File: src/common/spsw_pkg.sv
// Package for the serial port ownership switch: register map, fields, modes,
// escape characters and timing counts.
// Assumes a 100 MHz ref_clk and a 32-bit Avalon-MM register bus.
package spsw_pkg;

    // ----------------------------------------
    // Register offsets (byte addresses)
    // ----------------------------------------
    localparam logic [3:0] SPSW_REG_CTRL = 4'h0;
    localparam logic [3:0] SPSW_REG_CMD = 4'h4;
    localparam logic [3:0] SPSW_REG_STATUS = 4'h8;
    localparam logic [3:0] SPSW_REG_RING = 4'hC;

    // ----------------------------------------
    // Control register fields
    // ----------------------------------------
    localparam int SPSW_CTRL_MODE_LSB = 0;
    localparam int SPSW_CTRL_RING_EN = 2;
    localparam int SPSW_CTRL_DCD_EN = 3;
    localparam int SPSW_CTRL_ESC_EN = 4;
    localparam int SPSW_CTRL_PPP_EN = 5;
    localparam int SPSW_CTRL_MODEM = 6;
    localparam int SPSW_CTRL_STAY = 7;
    localparam int SPSW_CTRL_RT_EN = 8;
    localparam logic [8:0] SPSW_CTRL_RESET = 9'h000;

    // ----------------------------------------
    // Command register bits (write one to act)
    // ----------------------------------------
    localparam int SPSW_CMD_BOOT = 0;
    localparam int SPSW_CMD_FORCE_UART = 1;
    localparam int SPSW_CMD_ACTIVATE = 2;
    localparam int SPSW_CMD_ALERT_ON = 3;
    localparam int SPSW_CMD_ALERT_OFF = 4;
    localparam int SPSW_CMD_REDIR_REQ = 5;
    localparam int SPSW_CMD_PPP_HIT = 6;
    localparam int SPSW_CMD_RELEASE = 7;

    // ----------------------------------------
    // Status register fields
    // ----------------------------------------
    localparam int SPSW_STAT_OWNER = 0;
    localparam int SPSW_STAT_BOOTED = 1;
    localparam int SPSW_STAT_ALERT = 2;
    localparam int SPSW_STAT_DENIED = 3;
    localparam int SPSW_STAT_INIT_MODEM = 4;
    localparam int SPSW_STAT_WATCH = 5;
    localparam int SPSW_STAT_LSB_MODE = 8;

    // ----------------------------------------
    // Access modes and escape detector states
    // ----------------------------------------
    typedef enum logic [1:0] {
        SPSW_MODE_DISABLED = 2'b00,
        SPSW_MODE_PREBOOT = 2'b01,
        SPSW_MODE_ALWAYS = 2'b10,
        SPSW_MODE_SHARED = 2'b11
    } spsw_mode_e;

    typedef enum logic [1:0] {
        SPSW_ESC_IDLE = 2'b00,
        SPSW_ESC_SEEN = 2'b01
    } spsw_esc_e;

    localparam logic [7:0] SPSW_CH_ESC = 8'h1B;
    localparam logic [7:0] SPSW_CH_OPEN = 8'h28;
    localparam logic [7:0] SPSW_CH_Q = 8'h51;

    // ----------------------------------------
    // Timing: ring interval unit and default
    // ----------------------------------------
    localparam int SPSW_CLK_MHZ = 100;
    localparam int SPSW_RING_UNIT_US = 1000;
    localparam int SPSW_RING_UNIT_CYC = SPSW_RING_UNIT_US * SPSW_CLK_MHZ;
    localparam logic [15:0] SPSW_RING_RESET = 16'h0BB8;

    // Serial lines as one carrier
    typedef struct packed {
        logic txd;
        logic rxd;
    } spsw_serial_s;

endpackage : spsw_pkg

File: src/spsw_switch.sv
// Serial connector ownership switch: routes TxD/RxD to the management
// controller or the baseboard UART.
// Assumes synchronous inputs on ref_clk, power/reset flags from board logic,
// and a received byte stream with a one-cycle valid strobe.
//
// The register addresses and the Avalon-MM slave port are this design's own decisions.
`timescale 1ns/1ps

module spsw_switch
    import spsw_pkg::*;
#(
    parameter int RING_UNIT_CYC = SPSW_RING_UNIT_CYC
)
(
    input wire logic ref_clk,
    input wire logic rst,
    input wire logic [3:0] avs_address,
    input wire logic avs_read,
    input wire logic avs_write,
    input wire logic [31:0] avs_writedata,
    output logic [31:0] avs_readdata,
    output logic avs_waitrequest,
    input wire logic power_on,
    input wire logic hard_reset,
    input wire logic ring_indicate_line,
    input wire logic carrier_detect_line,
    input wire logic [7:0] rx_byte,
    input wire logic rx_valid,
    input wire logic callback_done,
    input wire spsw_serial_s conn,
    input wire spsw_serial_s mgmt,
    input wire spsw_serial_s uart,
    output spsw_serial_s conn_out,
    output spsw_serial_s mgmt_out,
    output spsw_serial_s uart_out,
    output logic mgmt_owns,
    output logic modem_init_req,
    output logic session_watch,
    output logic ping_req
);

    // ----------------------------------------
    // Elaboration check
    // ----------------------------------------
    if (RING_UNIT_CYC < 1)
    begin : g_bad_unit
        $error("RING_UNIT_CYC must be at least one");
    end

    // ----------------------------------------
    // Register file
    // ----------------------------------------
    logic [8:0] ctrl_ff;
    logic [15:0] ring_time_ff;
    logic ack_ff;
    logic wr_hit;
    logic [7:0] cmd;
    spsw_mode_e mode;

    // One wait state per access keeps read data registered
    assign avs_waitrequest = (avs_read | avs_write) & ~ack_ff;
    assign wr_hit = avs_write & ack_ff;
    assign cmd = (wr_hit && avs_address == SPSW_REG_CMD) ? avs_writedata[7:0] : 8'h00;
    assign mode = spsw_mode_e'(ctrl_ff[SPSW_CTRL_MODE_LSB +: 2]);

    always_ff @(posedge ref_clk)
    begin
        if (rst)
        begin
            ack_ff <= 1'b0;
        end
        else
        begin
            ack_ff <= (avs_read | avs_write) & ~ack_ff;
        end
    end

    // Mode lives here; the non-volatile copy is loaded by firmware after power loss
    always_ff @(posedge ref_clk)
    begin
        if (rst)
        begin
            ctrl_ff <= SPSW_CTRL_RESET;
            ring_time_ff <= SPSW_RING_RESET;
        end
        else if (wr_hit && avs_address == SPSW_REG_CTRL)
        begin
            ctrl_ff <= avs_writedata[8:0];
        end
        else if (wr_hit && avs_address == SPSW_REG_RING)
        begin
            ring_time_ff <= avs_writedata[15:0];
        end
    end

    // ----------------------------------------
    // Host state: booted flag and alert hold
    // ----------------------------------------
    logic booted_ff;
    logic alert_ff;
    logic denied_ff;
    logic power_on_ff;
    logic power_up_edge;

    assign power_up_edge = power_on & ~power_on_ff;

    always_ff @(posedge ref_clk)
    begin
        if (rst)
        begin
            booted_ff <= 1'b0;
            power_on_ff <= 1'b1;
        end
        else
        begin
            power_on_ff <= power_on;
            if (!power_on || hard_reset)
            begin
                booted_ff <= 1'b0;
            end
            else if (cmd[SPSW_CMD_BOOT])
            begin
                booted_ff <= 1'b1;
            end
        end
    end

    always_ff @(posedge ref_clk)
    begin
        if (rst)
        begin
            alert_ff <= 1'b0;
        end
        else if (cmd[SPSW_CMD_ALERT_ON])
        begin
            alert_ff <= 1'b1;
        end
        else if (cmd[SPSW_CMD_ALERT_OFF])
        begin
            alert_ff <= 1'b0;
        end
    end

    // ----------------------------------------
    // Ring timer and carrier loss detect
    // ----------------------------------------
    logic [31:0] unit_cnt_ff;
    logic [15:0] ring_cnt_ff;
    logic ring_done;
    logic dcd_ff;
    logic dcd_loss;

    // Ringing that stops before the interval expires leaves the call alone
    always_ff @(posedge ref_clk)
    begin
        if (rst || !ring_indicate_line)
        begin
            unit_cnt_ff <= 32'h0000_0000;
            ring_cnt_ff <= 16'h0000;
        end
        else if (!ring_done)
        begin
            if (unit_cnt_ff == 32'(RING_UNIT_CYC - 1))
            begin
                unit_cnt_ff <= 32'h0000_0000;
                ring_cnt_ff <= ring_cnt_ff + 16'h0001;
            end
            else
            begin
                unit_cnt_ff <= unit_cnt_ff + 32'h0000_0001;
            end
        end
    end

    assign ring_done = ring_indicate_line && (ring_cnt_ff >= ring_time_ff);

    always_ff @(posedge ref_clk)
    begin
        if (rst)
        begin
            dcd_ff <= 1'b0;
        end
        else
        begin
            dcd_ff <= carrier_detect_line;
        end
    end

    assign dcd_loss = dcd_ff & ~carrier_detect_line;

    // ----------------------------------------
    // Escape sequence detector
    // ----------------------------------------
    spsw_esc_e esc_ff;
    logic esc_open;
    logic esc_quit;

    always_ff @(posedge ref_clk)
    begin
        if (rst || !ctrl_ff[SPSW_CTRL_ESC_EN])
        begin
            esc_ff <= SPSW_ESC_IDLE;
        end
        else if (rx_valid)
        begin
            esc_ff <= (rx_byte == SPSW_CH_ESC) ? SPSW_ESC_SEEN : SPSW_ESC_IDLE;
        end
    end

    assign esc_open = rx_valid && esc_ff == SPSW_ESC_SEEN && rx_byte == SPSW_CH_OPEN;
    assign esc_quit = rx_valid && esc_ff == SPSW_ESC_SEEN && rx_byte == SPSW_CH_Q;

    // ----------------------------------------
    // Ownership decision
    // ----------------------------------------
    logic owner_ff;
    logic nxt_owner;
    logic enabled;
    logic auto_ok;
    logic event_ok;
    logic claim;
    logic release_now;

    assign enabled = mode != SPSW_MODE_DISABLED;

    // Pre-boot mode stays hands off at runtime unless software re-enables
    always_comb
    begin
        unique case (mode)
            SPSW_MODE_DISABLED: auto_ok = ctrl_ff[SPSW_CTRL_RT_EN];
            SPSW_MODE_PREBOOT: auto_ok = !booted_ff || ctrl_ff[SPSW_CTRL_RT_EN];
            SPSW_MODE_ALWAYS: auto_ok = 1'b1;
            SPSW_MODE_SHARED: auto_ok = 1'b1;
        endcase
    end

    always_comb
    begin
        event_ok = 1'b0;
        if (auto_ok)
        begin
            event_ok = (ring_done && ctrl_ff[SPSW_CTRL_RING_EN])
                || (dcd_loss && ctrl_ff[SPSW_CTRL_DCD_EN]);
        end
    end

    assign claim = (enabled && (!power_on || power_up_edge || hard_reset))
        || event_ok
        || cmd[SPSW_CMD_ACTIVATE]
        || (ctrl_ff[SPSW_CTRL_PPP_EN] && cmd[SPSW_CMD_PPP_HIT] && !owner_ff)
        || (esc_open && !owner_ff);

    assign release_now = cmd[SPSW_CMD_FORCE_UART]
        || (cmd[SPSW_CMD_BOOT] && mode == SPSW_MODE_PREBOOT)
        || cmd[SPSW_CMD_RELEASE]
        || (esc_quit && owner_ff)
        || (cmd[SPSW_CMD_REDIR_REQ] && !ctrl_ff[SPSW_CTRL_STAY]);

    // Firmware force wins; otherwise a claim beats a release in the same cycle
    always_comb
    begin
        nxt_owner = owner_ff;
        if (cmd[SPSW_CMD_FORCE_UART])
        begin
            nxt_owner = 1'b0;
        end
        else if (claim)
        begin
            nxt_owner = 1'b1;
        end
        else if (release_now)
        begin
            nxt_owner = 1'b0;
        end
    end

    always_ff @(posedge ref_clk)
    begin
        if (rst)
        begin
            owner_ff <= 1'b0;
        end
        else
        begin
            owner_ff <= nxt_owner;
        end
    end

    always_ff @(posedge ref_clk)
    begin
        if (rst)
        begin
            denied_ff <= 1'b0;
        end
        else if (cmd[SPSW_CMD_REDIR_REQ] || cmd[SPSW_CMD_ACTIVATE])
        begin
            denied_ff <= cmd[SPSW_CMD_REDIR_REQ] && ctrl_ff[SPSW_CTRL_STAY];
        end
    end

    // ----------------------------------------
    // Answer handling after a claim
    // ----------------------------------------
    logic claim_edge;

    assign claim_edge = nxt_owner & ~owner_ff;

    always_ff @(posedge ref_clk)
    begin
        if (rst || !nxt_owner)
        begin
            modem_init_req <= 1'b0;
            session_watch <= 1'b0;
        end
        else if (claim_edge)
        begin
            session_watch <= carrier_detect_line;
            modem_init_req <= !carrier_detect_line && ctrl_ff[SPSW_CTRL_MODEM];
        end
        else if (carrier_detect_line)
        begin
            modem_init_req <= 1'b0;
            session_watch <= 1'b1;
        end
    end

    always_ff @(posedge ref_clk)
    begin
        if (rst)
        begin
            ping_req <= 1'b0;
        end
        else
        begin
            ping_req <= callback_done && (owner_ff || alert_ff);
        end
    end

    // ----------------------------------------
    // Routing mux: alert seizes without changing the decided owner
    // ----------------------------------------
    logic route_mgmt;

    assign route_mgmt = owner_ff | alert_ff;
    assign mgmt_owns = route_mgmt;

    always_comb
    begin
        conn_out.txd = route_mgmt ? mgmt.txd : uart.txd;
        conn_out.rxd = 1'b1;
        mgmt_out.txd = 1'b1;
        mgmt_out.rxd = route_mgmt ? conn.rxd : 1'b1;
        uart_out.txd = 1'b1;
        uart_out.rxd = route_mgmt ? 1'b1 : conn.rxd;
    end

    // ----------------------------------------
    // Read path
    // ----------------------------------------
    always_ff @(posedge ref_clk)
    begin
        if (rst)
        begin
            avs_readdata <= 32'h0000_0000;
        end
        else if (avs_read && !ack_ff)
        begin
            avs_readdata <= 32'h0000_0000;
            unique case (avs_address)
                SPSW_REG_CTRL: avs_readdata[8:0] <= ctrl_ff;
                SPSW_REG_RING: avs_readdata[15:0] <= ring_time_ff;
                SPSW_REG_STATUS: avs_readdata[9:0] <= {mode, 2'b00, session_watch,
                    modem_init_req, denied_ff, alert_ff, booted_ff, owner_ff};
                default: avs_readdata <= 32'h0000_0000;
            endcase
        end
    end

endmodule : spsw_switch

File: config.mk
export PLATFORM = sky130hd
export DESIGN_NAME = spsw_switch
export DESIGN_NICKNAME = d
export VERILOG_FILES = /design/src/common/spsw_pkg.sv /design/src/spsw_switch.sv
export SDC_FILE = /design/constraint.sdc
export NUM_CORES = 1
export LEC_CHECK = 0
export ABC_CLOCK_PERIOD_IN_PS = 4600
export CAP_MARGIN = 20
export CORE_AREA = 8 8 97 99
export CTS_BUF_LIST = sky130_fd_sc_hd__clkbuf_4
export CTS_CLUSTER_DIAMETER = 40
export DETAILED_ROUTE_END_ITERATION = 16
export DIE_AREA = 0 0 105 107
export DONT_BUFFER_PORTS = 1
export GPL_ROUTABILITY_DRIVEN = 0
export GPL_TIMING_DRIVEN = 0
export PLACE_DENSITY = 0.88
export SETUP_SLACK_MARGIN = 0.1
export SKIP_LAST_GASP = 1
export SLEW_MARGIN = 20
export SYNTH_ARGS = -nofsm -noshare
export SYNTH_HDL_FRONTEND = slang
export SYNTH_SLANG_ARGS = --single-unit
File: constraint.sdc
create_clock -name ref_clk -period 4.6 [get_ports ref_clk]
set_input_delay 0.92 -clock ref_clk [delete_from_list [all_inputs] [get_ports ref_clk]]
set_output_delay 0.92 -clock ref_clk [all_outputs]
set_load 0.01 [all_outputs]
* Word-level counts from Yosys, hierarchy flattened
Index checks and enable logic that the tools add are counted.
Word-level totals: flip-flop bits (word level) 101, word-level logic and storage cells 119, input bits 60, output and inout port bits 43
Cells by class: $add $sub $neg 2, equal/unequal tests 11, bitwise operators 13, $lt $le $gt $ge 1, reduce and logical (&&, ||, !) cells 56, mux-type cells 20
Operators by type and width (number):
- adder 32 x 1 -> 32 bit (second input constant) | 1
- == test 32 x 17 -> 1 bit (second input constant) | 1
- two-way mux 32 bit | 1
- one-hot mux 9 bit (3 select lines) | 1
- logical AND 1 bit | 20
- logical OR 1 bit | 18
- adder 16 x 1 -> 16 bit (second input constant) | 1
- >= comparator 16 bit | 1
- two-way mux 1 bit | 14
- logical NOT 1 bit | 9
- == test 4 bit (second input constant) | 2
- == test 8 x 5 -> 1 bit (second input constant) | 1
- == test 8 x 6 -> 1 bit (second input constant) | 1
- == test 8 x 7 -> 1 bit (second input constant) | 1
- two-way mux 8 bit | 1
- two-way mux 6 bit | 1
- inverter 1 bit | 6
- nonzero test 2 bit | 3
- bitwise AND 1 bit | 5
- == test 2 x 1 -> 1 bit (second input constant) | 2
- == test 2 bit (second input constant) | 2
- == test 4 x 3 -> 1 bit (second input constant) | 1
- logical NOT 4 bit | 1
- AND reduction 2 bit | 2
- other kinds (5) | 7

* Depth between registers and ports, before layout
word-level depth 13, gate-level depth with buffers 10, depth with buffers taken out 9

* Worst setup path before layout
OpenSTA, ideal clock, no wires.
kind input to register, from input port rx_byte[2], to register modem_init_req, path slack 1.885 ns, library setup time 0.078 ns, data arrival time 2.638 ns, stages on the path 6, cells stage by stage or4b_2 -> nor4b_1 -> a32oi_1 -> o2111a_1 -> a221o_1 -> nor3_1
On the way: word-level cells in the longest chain between the ends 10, elaborated cells on any way between the ends 17, those cells by class eq/ne: 2; mux: 4; bitwise: 1; reduce/logical: 10
RTL lines:
- start, declared | RTL line spsw_switch.sv:27 | input wire logic [7:0] rx_byte,
- == test 8 x 7 -> 1 bit | RTL line spsw_switch.sv:211 | assign esc_quit = rx_valid && esc_ff == SPSW_ESC_SEEN && rx_byte == SPSW_CH_Q;
- logical AND 1 bit | RTL line spsw_switch.sv:211
- logical AND 1 bit | RTL line spsw_switch.sv:256 | || (esc_quit && owner_ff)
- logical OR 1 bit | RTL line spsw_switch.sv:256
- logical OR 1 bit | RTL line spsw_switch.sv:257 | || (cmd[SPSW_CMD_REDIR_REQ] && !ctrl_ff[SPSW_CTRL_STAY]);
- two-way mux 1 bit | RTL line spsw_switch.sv:271 | else if (release_now)
- two-way mux 1 bit * | RTL line spsw_switch.sv:267 | else if (claim)
- two-way mux 1 bit * | RTL line spsw_switch.sv:263 | if (cmd[SPSW_CMD_FORCE_UART])
- bitwise AND 1 bit or logical NOT 1 bit (tied branches) | RTL line spsw_switch.sv:306, spsw_switch.sv:310
- two-way mux 1 bit, or another cell as far along | RTL line spsw_switch.sv:315 | else if (claim_edge)
- end signal, assigned | RTL line spsw_switch.sv:318 | modem_init_req <= !carrier_detect_line && ctrl_ff[SPSW_CTRL_MODEM];
- end, declared | RTL line spsw_switch.sv:37 | output logic modem_init_req,
Mark *: on every way between the ends. The rest lies on a longest branch, timed or not. A chain may end at the register's enable or synchronous reset.

* Final worst setup path
from register ring_cnt_ff[0], to register unit_cnt_ff[27]
On the way: word-level cells in the longest chain between the ends 2
RTL lines:
- start, declared | RTL line spsw_switch.sv:148 | logic [15:0] ring_cnt_ff;
- start signal, assigned | RTL line spsw_switch.sv:166 | ring_cnt_ff <= ring_cnt_ff + 16'h0001;
- >= comparator 16 bit | RTL line spsw_switch.sv:175 | assign ring_done = ring_indicate_line && (ring_cnt_ff >= ring_time_ff);
- logical AND 1 bit | RTL line spsw_switch.sv:175
- end signal, assigned | RTL line spsw_switch.sv:170 | unit_cnt_ff <= unit_cnt_ff + 32'h0000_0001;
- end, declared | RTL line spsw_switch.sv:147 | logic [31:0] unit_cnt_ff;
No other way between the ends.

==> flow_summary_export.csv <==
group,metric,value,unit
status,status,"complete, no violations",
global_route,grt_pass1_wl,20220,µm
sta,finalHoldViolations,0,
floorplan,initial_core_util,63.13,%
route,top_layer,"met4",
clock_tree,cts-root-buf,"clkbuf_4",
sta,fmax,294.3,MHz
route,wire_per_inst,16.85,µm
synthesis,syn-instance-count,591,
cells_and_area,register_area,2002,µm²
pwr,cellPowerDensity,273.9,nW/µm²
cells_and_area,final_common_cell,"dfxtp_1",
sta,finalMaxSlewViolations,0,
setup_path,critPathLaunchType,"flop",
global_route,grt_pass1_vias,4211,
setup_path,ff2ff_setup_slack,1.20,ns
synthesis,synthTopCellsByArea,"dfxtp_1, nor2_1, xor2_1, ha_1, nand2_1",
synthesis,synth.cell_area,5005,µm²
pwr,p_sw,348.8,µW
pwr,power_frac_comb,5.3,%
cells_and_area,nFillCells,626,
setup_path,worstPathMaxFanout,10,
clock_tree,clk_pin_slew,0.14,ns
clock_tree,cts_htree_levels,3,
global_route,grt.overflow.total,0,
floorplan,fp.dieH,107,µm
clock_tree,cts_tree,"done",
floorplan,die_x,105,µm
route,drc,0,
cells_and_area,final_core_util,67.60,%
min_path,hold_path_depth,2,
floorplan,coreArea,7928,µm²
pwr,power_frac_clock,35.0,%
sta,finalSetupViolations,0,
synthesis,synth_edf_count,0,
setup_path,critPathArrivalTime,3.72,ns
route,firstDrtPassIters,5,
route,dr_wl_met3,1155,µm
sta,finClkSkew,0.02330,ns
min_path,whs_endpoint,"ring_time_ff[1]$_SDFFE_PP0P_",
floorplan,pin_count,103,
clock_tree,max-clock-path-buffers,2,
sta,slew_headroom,23.11,%
route,viasPerCell,5.979,
sta,tns,0,ns
clock_tree,post_cts_resized,0,
pwr,seqPwrFrac,59.7,%
pwr,power.internal,1119,µW
route,drt-met1-wl,4911,µm
min_path,worstHoldStart,"ring_time_ff[1]$_SDFFE_PP0P_",
clock_tree,cts_setup_buffers,0,
global_route,antenna_found_initial,0,
sta,worstMarginPinSlew,1.150,ns
clock_tree,ctsHoldBuffers,0,
synthesis,postSynth.asyncResetShare,0,%
cells_and_area,diodes,0,
route,drt_wl_total,12290,µm
place,port_buffers,0,
setup_path,rr_endpoint,"unit_cnt_ff[27]$_SDFFE_PP0N_",
pwr,leakagePower,0.002055,µW
sta,rsz0062_at_grt,"false",
cells_and_area,drive_above_1_share,8.974,%
synthesis,ys_ff_latch,100,
setup_path,crit_type,"flop to flop",
global_route,track_usage,21.71,%
run,drv_cap,0,
global_route,grt_max_degree,17,
synthesis,synthDominantCellAreaShare,40.00,%
clock_tree,cts_sinks,100,
sta,fin_crit_sh,73.87,%
pwr,swShare,23.76,%
place,dp_hpwl,9272,µm
min_path,hp-class,"flop to flop",
route,route.met2.wl,5961,µm
floorplan,die-area,11240,µm²
synthesis,synth_top_cell_by_area,"dfxtp_1",
clock_tree,clk_latency,0.45,ns
synthesis,synth_cell_types,58,
synthesis,synth_ff_type,"dfxtp_1",
route,ant_nets,0,
setup_path,worstReg2RegStart,"ring_cnt_ff[0]$_SDFFE_PP0P_",
setup_path,required,4.92,ns
cells_and_area,area_delta_synth_final,7.075,%
synthesis,synth_area_per_cell,8.468,µm²
route,drt_iter0_markers,360,
floorplan,num_rows,33,
cells_and_area,final_nets,697,
cells_and_area,multi_input_area,2754,µm²
synthesis,yosys_warnings,0,
pwr,peakVddDrop,0.1640,mV
sta,period_minus_slack,3.398,ns
setup_path,r2r_cells,10,
setup_path,cp-end-kind,"flop",
clock_tree,cts_buffers,9,
route,vias,4359,
synthesis,synth-seq-area-share,40.00,%
cells_and_area,final_cell_mix,"dfxtp_1, nor2_1, nand2_1, xor2_1, a21oi_1",
state kept, by name, indices dropped and copies added (netlist names), 9 cells and up:
signal        count
avs_readdata     16
ctrl_ff           9
ring_cnt_ff      16
ring_time_ff     16
unit_cnt_ff      32
logic make-up (layout without fill, tap and decap cells):
group	count (synthesis)	count (layout)	share of synthesized area (%)
multiplexers	21	21	4.425
buffers and inverters	64	80	6.250
AO/OA/AOI/OAI	85	85	12.05
AND/OR/NAND/NOR	263	263	25.98
flip-flops	100	100	40.00
other	2	19	0.1501
XOR/XNOR	38	38	6.650
adder cells (fa/ha/maj)	18	18	4.500
routing by layer:
layer,track usage (%),vias up
met1,25.33,2042
met5,0,-
met4,8.461,0
li1,-,2088
met3,6.299,30
met2,36.88,199
metrics by stage:
stage | setup WS [ns] | instances | cell area [µm²] | power, µW | hold WS, ns
after CTS | 1.294 | 729 | 5359 | 1470 | 0.4841
after global routing | 0.9210 | 729 | 5359 | 1512 | 0.5147
final | 1.202 | 729 | 5359 | 1468 | 0.4803
after global placement | 1.456 | 713 | 5200 | 968.4 | 0.4573
after detailed placement | 1.331 | 713 | 5200 | 970.5 | 0.4649
after floorplan | 1.885 | 608 | 5069 | 955.3 | 0.4459
layout make-up:
cell class / count / share of cell area (%)
inverters: 22 / 1.541
well taps: 105 / 2.452
flip-flops and latches: 100 / 37.36
multi-input cells: 444 / 51.39
clock inverters: 7 / 1.704
clock buffers: 9 / 1.261
plain buffers: 42 / 4.296
cell usage after synthesis, types with 2 or more instances:
library cell,count
dfxtp_1,100
nor2_1,98
nand2_1,47
xor2_1,32
a21oi_1,30
nand4_1,26
clkbuf_1,22
inv_1,22
nand3_1,20
buf_4,19
ha_1,18
a22oi_1,16
mux2i_1,12
and3_1,10
mux2_2,9
a211o_1,8
nor3_1,8
nor4_1,7
o21ai_0,7
and2_1,6
nand2b_1,6
xnor2_1,6
nor2b_1,5
or3_1,5
a32oi_1,3
nand3b_1,3
nor3b_1,3
nor4b_1,3
or2_2,3
or4_1,3
a22o_1,2
conb_1,2
o211ai_1,2
o21a_1,2
o31ai_1,2
o41ai_1,2
critical path, stage by stage, from the launching register on:
cell       delay (ns)
dfxtp_1          0.43
inv_1            0.07
ha_1             0.26
nand2b_1         0.16
a2111oi_2        0.44
nor4_1           0.16
o32ai_1          0.99
buf_2            0.38
nand4_1          0.13
xor2_1           0.18
nor2_1           0.06
how the worst max path moves through the flow:
stage	from	to	slack, ns	cells after the start
2_1_floorplan	rx_byte[2]	modem_init_req$_SDFFE_PP0P_	1.88	6
3_3_place_gp	ring_cnt_ff[0]$_SDFFE_PP0P_	unit_cnt_ff[27]$_SDFFE_PP0N_	1.46	10
3_5_place_dp	ring_cnt_ff[0]$_SDFFE_PP0P_	unit_cnt_ff[27]$_SDFFE_PP0N_	1.33	10
4_1_cts	ring_cnt_ff[0]$_SDFFE_PP0P_	unit_cnt_ff[27]$_SDFFE_PP0N_	1.29	10
5_1_grt	ring_cnt_ff[0]$_SDFFE_PP0P_	unit_cnt_ff[27]$_SDFFE_PP0N_	0.92	10
6_report	ring_cnt_ff[0]$_SDFFE_PP0P_	unit_cnt_ff[27]$_SDFFE_PP0N_	1.20	10
power by group through the flow:
stage | registers [µW] | clock network, µW | logic [µW]
after floorplan | 893 | 0 | 62.1
after global placement | 894 | 0 | 74.2
after detailed placement | 894 | 0 | 76.0
after CTS | 876 | 518 | 76.5
after global routing | 877 | 548 | 86.6
final | 876 | 514 | 78.4
(Power assumes the default switching activity.)
